==> src/five_class_cfg.svh <==
`ifndef FIVE_CLASS_CFG_SVH
`define FIVE_CLASS_CFG_SVH

// ****************************************************************
// Register byte offsets.
// ****************************************************************
`define OFS_SP_LOW          8'h00
`define OFS_SP_LOW_APPR     8'h04
`define OFS_SP_HIGH_APPR    8'h08
`define OFS_SP_HIGH         8'h0C
`define OFS_STATUS          8'h10

// ****************************************************************
// Status field positions.
// ****************************************************************
`define ST_PRESENT_LSB      0
`define ST_SHOWN_LSB        4
`define ST_ACTIVE_BIT       8
`define ST_MODE_LSB         12
`define ST_SELECT_LSB       16

// ****************************************************************
// Setpoint reset values, ascending from low to high.
// ****************************************************************
`define RST_SP_LOW          32'h0000_1000
`define RST_SP_LOW_APPR     32'h0000_3000
`define RST_SP_HIGH_APPR    32'h0000_5000
`define RST_SP_HIGH         32'h0000_7000

`endif

==> src/five_class_pkg.sv <==
package five_class_pkg;

    // ****************************************************************
    // Front selector positions as coded on the selector pins.
    // ****************************************************************
    typedef enum logic [2:0] {
        SEL_CAL_LOW       = 3'h0,
        SEL_CAL_LOW_APPR  = 3'h1,
        SEL_CAL_HIGH_APPR = 3'h2,
        SEL_CAL_HIGH      = 3'h3,
        SEL_MANUAL_RUN    = 3'h4,
        SEL_AUTO_RUN      = 3'h5
    } selector_type;

    // ****************************************************************
    // Operating modes.
    // ****************************************************************
    typedef enum logic [1:0] {
        MODE_FOLLOW = 2'h0,
        MODE_LATCH  = 2'h1,
        MODE_HOLD   = 2'h2,
        MODE_RESET  = 2'h3
    } mode_type;

    // ****************************************************************
    // Classes in ascending order of the measurement.
    // ****************************************************************
    typedef enum logic [2:0] {
        CLS_UNDER      = 3'h0,
        CLS_UNDER_APPR = 3'h1,
        CLS_GOOD       = 3'h2,
        CLS_OVER_APPR  = 3'h3,
        CLS_OVER       = 3'h4
    } class_type;

endpackage

==> src/bit_sync.sv <==
`timescale 1ns/10ps

module bit_sync #(
    parameter int WIDTH = 1
) (
    // Clock and reset.
    input  wire logic             CLK_SYS,
    input  wire logic             RST_N,
    // Data.
    input  wire logic [WIDTH-1:0] ASYNC_IN,
    output logic      [WIDTH-1:0] SYNC_OUT
);

    logic [WIDTH-1:0] meta_q;

    always_ff @(posedge CLK_SYS or negedge RST_N) begin
        if (!RST_N) begin
            meta_q   <= '0;
            SYNC_OUT <= '0;
        end else begin
            meta_q   <= ASYNC_IN;
            SYNC_OUT <= meta_q;
        end
    end

endmodule // bit_sync

==> src/five_class_limit.sv <==
`timescale 1ns/10ps
`include "five_class_cfg.svh"

// Operation
// RL1 - The selector offers four calibration positions, manual run and automatic run.
// RL2 - In a calibration position the display path shows the setpoint of that position.
// RL3 - In manual run the class outputs track the present class and the command lines are ignored.
// RL4 - The command lines act only while the selector stands at automatic run.
// RL5 - The two command lines together select reset, follow, latch or hold.
// RL6 - Reset clears the stored extreme and turns all lamps and class outputs off.
// RL7 - Follow behaves as manual run, tracking the present class.
// RL8 - Latch keeps the most extreme class reached, cleared only by reset or follow.
// RL9 - Hold freezes lamps and class outputs until reset or follow is entered; the code also leaves hold when latch is entered.
// RL10 - Both lines off is follow, clear only is latch, both on is hold, freeze only is reset.
// RL11 - The measurement is sorted into five classes by four ordered setpoints.
// RL12 - Class outputs over, good, under read 001, 011, 010, 110, 100 from under to over.
// RL13 - Command lines and selector pass a two-flop synchroniser before decoding.
module five_class_limit #(
    parameter int MEAS_W = 16
) (
    // Clock and reset.
    input  wire logic                         CLK_SYS,
    input  wire logic                         RST_N,
    // Wishbone slave.
    input  wire logic                         WB_CYC_I,
    input  wire logic                         WB_STB_I,
    input  wire logic                         WB_WE_I,
    input  wire logic [7:0]                   WB_ADR_I,
    input  wire logic [3:0]                   WB_SEL_I,
    input  wire logic [31:0]                  WB_DAT_I,
    output logic      [31:0]                  WB_DAT_O,
    output logic                              WB_ACK_O,
    // Front selector and rear command lines.
    input  wire logic [2:0]                   SELECTOR,
    input  wire logic                         FREEZE_COMMAND_LINE,
    input  wire logic                         CLEAR_COMMAND_LINE,
    // Measurement and display path.
    input  wire logic [MEAS_W-1:0]            MEASUREMENT,
    output logic      [MEAS_W-1:0]            DISPLAY_VALUE,
    // Lamps, one per class, and encoded class outputs.
    output logic      [4:0]                   LIMIT_LAMPS,
    output logic                              OVER_CLASS_OUTPUT,
    output logic                              GOOD_CLASS_OUTPUT,
    output logic                              UNDER_CLASS_OUTPUT
);
    import five_class_pkg::*;

    // ****************************************************************
    // Parameter check.
    // ****************************************************************
    generate
        if (MEAS_W < 1 || MEAS_W > 32) begin : g_bad_width
            $error("MEAS_W must lie between 1 and 32");
        end
    endgenerate

    // ****************************************************************
    // Functions.
    // ****************************************************************
    function automatic logic [2:0] class_code(input class_type c);
        unique case (c)
            CLS_UNDER:      class_code = 3'h1;
            CLS_UNDER_APPR: class_code = 3'h3;
            CLS_GOOD:       class_code = 3'h2;
            CLS_OVER_APPR:  class_code = 3'h6;
            CLS_OVER:       class_code = 3'h4;
            default:        class_code = 3'h0;
        endcase
    endfunction

    function automatic logic [1:0] distance(input class_type c);
        distance = (c >= CLS_GOOD) ? 2'(c - CLS_GOOD) : 2'(CLS_GOOD - c);
    endfunction

    function automatic logic [31:0] merge(input logic [31:0] old, input logic [31:0] nw, input logic [3:0] be);
        logic [31:0] r;
        r = old;
        for (int i = 0; i < 4; i++) begin
            if (be[i]) begin
                r[8*i +: 8] = nw[8*i +: 8];
            end
        end
        merge = r;
    endfunction

    // ****************************************************************
    // Synchronisers.
    // ****************************************************************
    logic [4:0] pins_s;

    bit_sync #(
        .WIDTH    (5)
    ) u_sync (
        .CLK_SYS  (CLK_SYS),
        .RST_N    (RST_N),
        .ASYNC_IN ({SELECTOR, FREEZE_COMMAND_LINE, CLEAR_COMMAND_LINE}),  // [RL13]
        .SYNC_OUT (pins_s)
    );

    // ****************************************************************
    // Mode decode.
    // ****************************************************************
    selector_type sel_pos;
    logic         is_cal;
    logic         is_auto;
    mode_type     remote_mode;
    mode_type     mode;

    // Codes 6 and 7 cannot come from a six-position switch; they fall back to manual run.
    assign sel_pos     = (pins_s[4:2] > 3'h5) ? SEL_MANUAL_RUN : selector_type'(pins_s[4:2]);  // [RL1]
    assign is_cal      = (sel_pos <= SEL_CAL_HIGH);
    assign is_auto     = (sel_pos == SEL_AUTO_RUN);
    assign remote_mode = pins_s[1] ? (pins_s[0] ? MODE_HOLD : MODE_RESET)
                                   : (pins_s[0] ? MODE_LATCH : MODE_FOLLOW);  // [RL5] [RL10]
    assign mode        = is_auto ? remote_mode : MODE_FOLLOW;  // [RL3] [RL4]

    // ****************************************************************
    // Setpoint registers and classification.
    // ****************************************************************
    logic [31:0]       sp_q [4];
    logic [MEAS_W-1:0] sp_low;
    logic [MEAS_W-1:0] sp_low_appr;
    logic [MEAS_W-1:0] sp_high_appr;
    logic [MEAS_W-1:0] sp_high;
    class_type         present;

    assign sp_low       = sp_q[0][MEAS_W-1:0];
    assign sp_low_appr  = sp_q[1][MEAS_W-1:0];
    assign sp_high_appr = sp_q[2][MEAS_W-1:0];
    assign sp_high      = sp_q[3][MEAS_W-1:0];

    assign present = (MEASUREMENT >  sp_high)      ? CLS_OVER :
                     (MEASUREMENT >  sp_high_appr) ? CLS_OVER_APPR :
                     (MEASUREMENT >= sp_low_appr)  ? CLS_GOOD :
                     (MEASUREMENT >= sp_low)       ? CLS_UNDER_APPR : CLS_UNDER;  // [RL11]

    // ****************************************************************
    // Class state.
    // ****************************************************************
    class_type   extreme_q;
    class_type   extreme_d;
    class_type   latch_next;
    class_type   shown_q;
    class_type   shown_d;
    logic        active_q;
    logic        active_d;

    assign latch_next = (distance(present) > distance(extreme_q)) ? present : extreme_q;  // [RL8]
    assign extreme_d  = (mode == MODE_LATCH) ? latch_next :
                        (mode == MODE_HOLD)  ? extreme_q : CLS_GOOD;  // [RL6] [RL8]
    assign shown_d    = (mode == MODE_FOLLOW) ? present :
                        (mode == MODE_LATCH)  ? latch_next :
                        (mode == MODE_HOLD)   ? shown_q : CLS_GOOD;  // [RL7] [RL9]
    assign active_d   = (mode == MODE_HOLD) ? active_q : (mode != MODE_RESET);  // [RL6] [RL9]

    logic [2:0] code_d;
    logic [4:0] lamps_d;

    assign code_d  = active_d ? class_code(shown_d) : 3'h0;  // [RL12]
    assign lamps_d = active_d ? 5'(5'h01 << shown_d) : 5'h00;

    always_ff @(posedge CLK_SYS or negedge RST_N) begin
        if (!RST_N) begin
            extreme_q   <= CLS_GOOD;
            shown_q     <= CLS_GOOD;
            active_q    <= 1'b0;
            LIMIT_LAMPS <= 5'h00;
            {OVER_CLASS_OUTPUT, GOOD_CLASS_OUTPUT, UNDER_CLASS_OUTPUT} <= 3'h0;
        end else begin
            extreme_q   <= extreme_d;
            shown_q     <= shown_d;
            active_q    <= active_d;
            LIMIT_LAMPS <= lamps_d;
            {OVER_CLASS_OUTPUT, GOOD_CLASS_OUTPUT, UNDER_CLASS_OUTPUT} <= code_d;
        end
    end

    // ****************************************************************
    // Display path.
    // ****************************************************************
    logic [MEAS_W-1:0] display_d;

    assign display_d = is_cal ? sp_q[sel_pos[1:0]][MEAS_W-1:0] : MEASUREMENT;  // [RL2]

    always_ff @(posedge CLK_SYS or negedge RST_N) begin
        if (!RST_N) begin
            DISPLAY_VALUE <= '0;
        end else begin
            DISPLAY_VALUE <= display_d;
        end
    end

    // ****************************************************************
    // Wishbone slave.
    // ****************************************************************
    logic        req;
    logic        wr_sp;
    logic [31:0] status;
    logic [31:0] rd_d;

    // A constant table keeps the asynchronous reset branch free of anything but literals.
    localparam logic [31:0] sp_rst [4] = '{`RST_SP_LOW, `RST_SP_LOW_APPR, `RST_SP_HIGH_APPR, `RST_SP_HIGH};

    // Answer one cycle after the request; WB_ACK_O keeps a held request from being taken twice.
    assign req   = WB_CYC_I && WB_STB_I && !WB_ACK_O;
    assign wr_sp = req && WB_WE_I && (WB_ADR_I[1:0] == 2'h0) && (WB_ADR_I < `OFS_STATUS);

    assign status = (32'(present)  << `ST_PRESENT_LSB) |
                    (32'(shown_q)  << `ST_SHOWN_LSB) |
                    (32'(active_q) << `ST_ACTIVE_BIT) |
                    (32'(mode)     << `ST_MODE_LSB) |
                    (32'(sel_pos)  << `ST_SELECT_LSB);

    // Only the setpoint width is stored, so wider write data reads back truncated.
    assign rd_d = (WB_ADR_I == `OFS_SP_LOW)       ? sp_q[0] :
                  (WB_ADR_I == `OFS_SP_LOW_APPR)  ? sp_q[1] :
                  (WB_ADR_I == `OFS_SP_HIGH_APPR) ? sp_q[2] :
                  (WB_ADR_I == `OFS_SP_HIGH)      ? sp_q[3] :
                  (WB_ADR_I == `OFS_STATUS)       ? status : 32'h0000_0000;

    genvar gi;
    generate
        for (gi = 0; gi < 4; gi++) begin : g_sp
            logic [31:0] merged;
            assign merged = merge(sp_q[gi], WB_DAT_I, WB_SEL_I) & 32'((33'h1 << MEAS_W) - 33'h1);
            always_ff @(posedge CLK_SYS or negedge RST_N) begin
                if (!RST_N) begin
                    sp_q[gi] <= sp_rst[gi];
                end else if (wr_sp && (WB_ADR_I[3:2] == 2'(gi))) begin
                    sp_q[gi] <= merged;
                end
            end
        end
    endgenerate

    always_ff @(posedge CLK_SYS or negedge RST_N) begin
        if (!RST_N) begin
            WB_ACK_O <= 1'b0;
            WB_DAT_O <= 32'h0000_0000;
        end else begin
            WB_ACK_O <= req;
            WB_DAT_O <= (req && !WB_WE_I) ? rd_d : 32'h0000_0000;
        end
    end

endmodule // five_class_limit

==> config.mk <==
export PLATFORM = sky130hd
export DESIGN_NAME = five_class_limit
export DESIGN_NICKNAME = d
export VERILOG_FILES = /design/src/five_class_pkg.sv /design/src/bit_sync.sv /design/src/five_class_limit.sv
export VERILOG_INCLUDE_DIRS = /design/src
export SDC_FILE = /design/constraint.sdc
export NUM_CORES = 1
export LEC_CHECK = 0
export BUFFER_PORTS_ARGS = -buffer_cell sky130_fd_sc_hd__buf_2
export CAP_MARGIN = 10
export CORE_ASPECT_RATIO = 0.9
export CORE_MARGIN = 2
export CORE_UTILIZATION = 50
export CTS_CLUSTER_DIAMETER = 200
export CTS_CLUSTER_SIZE = 8
export DETAILED_ROUTE_END_ITERATION = 8
export GPL_ROUTABILITY_DRIVEN = 0
export PLACE_DENSITY = 0.77
export SETUP_SLACK_MARGIN = 0.15
export SLEW_MARGIN = 20
export SYNTH_ARGS = -nofsm -noshare
export SYNTH_HDL_FRONTEND = slang
export SYNTH_HIERARCHICAL = 1
export SYNTH_SLANG_ARGS = --single-unit
==> constraint.sdc <==
create_clock -name CLK_SYS -period 6.3 [get_ports CLK_SYS]
set_input_delay 1.26 -clock CLK_SYS [delete_from_list [all_inputs] [get_ports CLK_SYS]]
set_output_delay 1.26 -clock CLK_SYS [all_outputs]
set_load 0.02 [all_outputs]
==> metrics.md <==
| Metric | Value |
|---|---|
| Residual DRC count | 0 |
| Post-synthesis cell type with the largest combined area | sky130_fd_sc_hd__dfrtp_1 |
| IR drop worst, VDD | about 0.00019 V |
| Reg area | 3140 um^2 |
| Final critical-path share of the clock period | 76.4% |
| Total via count in the routed design | 6190 |
| Number of global-route vias before repair | 5998 |
| Minimum clock period after layout | about 4.8 ns |
| Horiz. Die Dim | 131 um |
| Vias/cell | around 5.7 |
| Latest clock arrival within the worst-skew pair | 0.42 ns |
| Net switching power figure | 0.501 mW |
| Post-place setup slack | 1.07 ns |
| Clock sink total | 125 |
| Achievable frequency | 0.208 GHz |
| Total CTS buffers | 17 |
| Sequential-to-total area share from yosys stat | between 40 and 50% |
| Endpoint required time on the critical path | 6.64 ns |
| Core ar. | about 14000 um^2 |
| Footprint of the multi-input gates | between 3000 and 4000 um^2 |
| Status | complete, no violations |
| Most frequent cell after synthesis | sky130_fd_sc_hd__nand2_1 |
| Worst-margin pin slew | approximately 1.2 ns |
| Number of buffers added to fix hold violations after cts | 0 |
| Critical R2R Capture | OVER_CLASS_OUTPUT$_DFF_PN0_ |
| Flip-flop and latch count after synthesis | 125 |
| GR Layer Usage met3 | 7.45% |
| Most frequent cells after synthesis | sky130_fd_sc_hd__nand2_1 (125), sky130_fd_sc_hd__dfrtp_1 (115), sky130_fd_sc_hd__o21ai_0 (108) |
| Number of failing hold endpoints at the final stage | 0 |
| Worst Setup Start Kind | input port |
| Critical path class | in2reg |
| Postcts setup bufs | 0 |
| Total global routing overflow | 0 |
| Register-to-register setup slack | ~1.9 ns |
| Sequential share of power | 41.7% |
| Gate Count Post-Synth | 801 |
| Internal power summed over all cells | 1.50 mW |
| Worst-case hold path end point | u_sync/SYNC_OUT[3]$_DFF_PN0_ |
| Clock-pin transition on the worst setup and hold timing paths | about 0.05 ns |
| Startpoint of the lowest-slack register-to-register path | sp_high[14]$_DFFE_PN1P_ |
| Wire length per cell after detailed routing | between 15 and 20 um |
| Number of setup violations in the final report | 0 |
| Static Leakage | 4.22 nW |
| Final-report max-slew violation count | 0 |
| Number of cells on the worst hold path | 0 |
| Post-placement cell count | 1060 |
| Total Negative Setup Slacks | 0 ns |
| Detailed Route WL | 19300 um |
| HP Class | reg2reg |
| Initial cell density of the core | approximately half |
| Quantity of gates resized following cts | 0 |
| Min Hold Slack | 0.347 ns |
| TritonCTS clock tree | yes |
| Fraction of synthesized cell area taken by the top area cell type | 39.8% |
| Maximum capacitance violations | 0 |
| Mean instance size in the synthesized netlist | 9.03 um^2 |
| RSZ-0062 raised after global routing | no |
| Power per Cell Area | 237 nW/um^2 |
| Critical path data arrival time | 5.15 ns |
| Netlist cell types | 59 |
| Antenna violations before repair | 0 |
| Hold path startpoint | u_sync/meta_q[3]$_DFF_PN0_ |
| Met1 routing resource usage after global routing | 38.1% |
| Fillcell total | between 1000 and 1500 |
| Overall Global Routing Usage | 26.7% |
| Depth of the worst register-to-register path | 15 |
| Row count | 41 |
| Cell chosen for the clock root | sky130_fd_sc_hd__clkbuf_16 |
| Fraction of final layout cells sized beyond drive strength 1 | 18.3% |
| Clock network power share | 48.2% |
| Post-synthesis instance area | 7230 um^2 |
| Die Area | 15400 um^2 |
| Max Clock Skew | 0.00689 ns |
| Antenna diode instance count | 0 |
| Combinational cell fraction of total power | between 10% and 20% |
| Endpoint type of the worst setup path | flip-flop |
| Number of placed I/O pins | 127 |
| Input/output buffers | 95 |
| Height of the die | ~120 um |
| Proportion of register bits with asynchronous set or reset after synthesis | 100% |
| Bufs on Longest Clock Path | 2 |
| Net switching fraction of the power | approximately a quarter |
| Initial DRC Count | 623 |
| Global-route wire length before repair | 31200 um |
| Count of antenna-violating nets left after detailed routing | 0 |
| Crit path max fanout | 7 |
| Largest net degree at the start of global routing | 80 |
| Detailed Routing Iterations Pass 1 | 5 |
| Min setup slack post-route | roughly 1.5 ns |
| # H-tree levels | 4 |
| Signed area change from the synthesized netlist to the final layout | 16.7% |
| Most congested layer reported by global routing | met2 |
| Met2 usage in global routing | a little under 40% |
| Dpl hpwl | 13700 um |
| Ys Warns | 6 |
| Primary FF master, synth | sky130_fd_sc_hd__dfrtp_1 |
| Max-slew headroom | between 20 and 25% |
| Nets | 1023 |
| Number of enable-type register cells in the synthesized netlist | 0 |
| Number of standard cells in the layout, taps in and fillers out | 1093 |
| Leading post-synthesis cells by cell area | sky130_fd_sc_hd__dfrtp_1 (40%), sky130_fd_sc_hd__ha_1 (11%), sky130_fd_sc_hd__o21ai_0 (7.5%), sky130_fd_sc_hd__nand2_1 (6.5%), sky130_fd_sc_hd__a21oi_1 (4.5%) |
state kept, by name (all words and copies together), names as in the netlist, 16 cells and up:
register and flops:
WB_DAT_O 19, sp_high_appr 16, DISPLAY_VALUE 16, sp_high 16, sp_low_appr 16, sp_low 16
placed cells by master, fill, tap and decap left out, types with 13 or more instances in the layout:
cell type,instances
sky130_fd_sc_hd__nand2_1,125
sky130_fd_sc_hd__dfrtp_1,115
sky130_fd_sc_hd__o21ai_0,108
sky130_fd_sc_hd__buf_2,94
sky130_fd_sc_hd__ha_1,66
sky130_fd_sc_hd__a21oi_1,65
sky130_fd_sc_hd__inv_1,64
sky130_fd_sc_hd__nor2_1,44
sky130_fd_sc_hd__mux2i_1,18
sky130_fd_sc_hd__clkbuf_16,17
sky130_fd_sc_hd__nand3_1,13
sky130_fd_sc_hd__conb_1,13
worst max-delay path by stage:
| stage | from | slack, ns | cells past startpoint | endpoint |
|---|---|---|---|---|
| final | MEASUREMENT[0] | 1.49 | 17 | OVER_CLASS_OUTPUT$_DFF_PN0_ |
| after global routing | MEASUREMENT[14] | 1.20 | 15 | OVER_CLASS_OUTPUT$_DFF_PN0_ |
| after CTS | MEASUREMENT[0] | 1.50 | 17 | OVER_CLASS_OUTPUT$_DFF_PN0_ |
| after detailed placement | MEASUREMENT[0] | 1.07 | 17 | OVER_CLASS_OUTPUT$_DFF_PN0_ |
| after global placement | MEASUREMENT[0] | 1.12 | 17 | OVER_CLASS_OUTPUT$_DFF_PN0_ |
| after floorplan | MEASUREMENT[0] | 1.65 | 16 | OVER_CLASS_OUTPUT$_DFF_PN0_ |
power groups by stage:
| stage | clock network, mW | registers (mW) | logic, mW |
|---|---|---|---|
| floorplan | 0 | 0.860 | 0.105 |
| global placement | 0 | 0.848 | 0.193 |
| detailed placement | 0 | 0.848 | 0.196 |
| CTS | 0.978 | 0.835 | 0.198 |
| global route | 1.02 | 0.836 | 0.225 |
| finish | 0.965 | 0.835 | 0.201 |
critical path: stages:
cell and delay, ns:
sky130_fd_sc_hd__buf_2 0.11, sky130_fd_sc_hd__inv_1 0.14, sky130_fd_sc_hd__ha_1 0.25, sky130_fd_sc_hd__nand2b_1 0.14
sky130_fd_sc_hd__a2111o_1 0.46, sky130_fd_sc_hd__a311o_1 0.36, sky130_fd_sc_hd__a211oi_4 0.27, sky130_fd_sc_hd__a21o_1 0.22
sky130_fd_sc_hd__or2b_1 0.24, sky130_fd_sc_hd__ha_1 0.27, sky130_fd_sc_hd__nand2_1 0.04, sky130_fd_sc_hd__o21ai_1 0.24
sky130_fd_sc_hd__a31oi_1 0.15, sky130_fd_sc_hd__a311o_1 0.31, sky130_fd_sc_hd__a221oi_1 0.30, sky130_fd_sc_hd__o21ai_0 0.21
sky130_fd_sc_hd__mux2i_1 0.16
layer usage:
layer  vias to the layer above  wire, um
met5                         -         0
met4                         0       419
met3                        34      1780
met2                       285      8640
met1                      2937      8500
li1                       2934         -
logic make-up after synthesis:
group / count (synthesis) / share of synthesized area [%]
flip-flops: 125 / 43.4
AND/OR/NAND/NOR: 239 / 14.8
XOR/XNOR: 1 / 0.121
buffers and inverters: 113 / 6.58
multiplexers: 30 / 5.45
adder cells (fa/ha/maj): 66 / 11.4
AO/OA/AOI/OAI: 226 / 18.2
other: 1 / 0.0519
through the flow:
stage                     area [um^2]  power (mW)  util (%)
after global placement           7820        1.04      55.6
after global routing             8440        2.08      60.0
after floorplan                  7280       0.965         -
after CTS                        8400        2.01      59.8
after detailed placement         7820        1.04      55.6
final                            8440        2.00      60.0
final cells by class:
class / count / share of cell area (%)
well taps: 193 / 2.86
clock inverters: 11 / 1.39
repair buffers: 102 / 6.53
clock buffers: 21 / 5.58
inverters: 66 / 2.94
flip-flops and latches: 125 / 37.2
multi-input cells: 575 / 43.5
(Power assumes the default switching activity.)
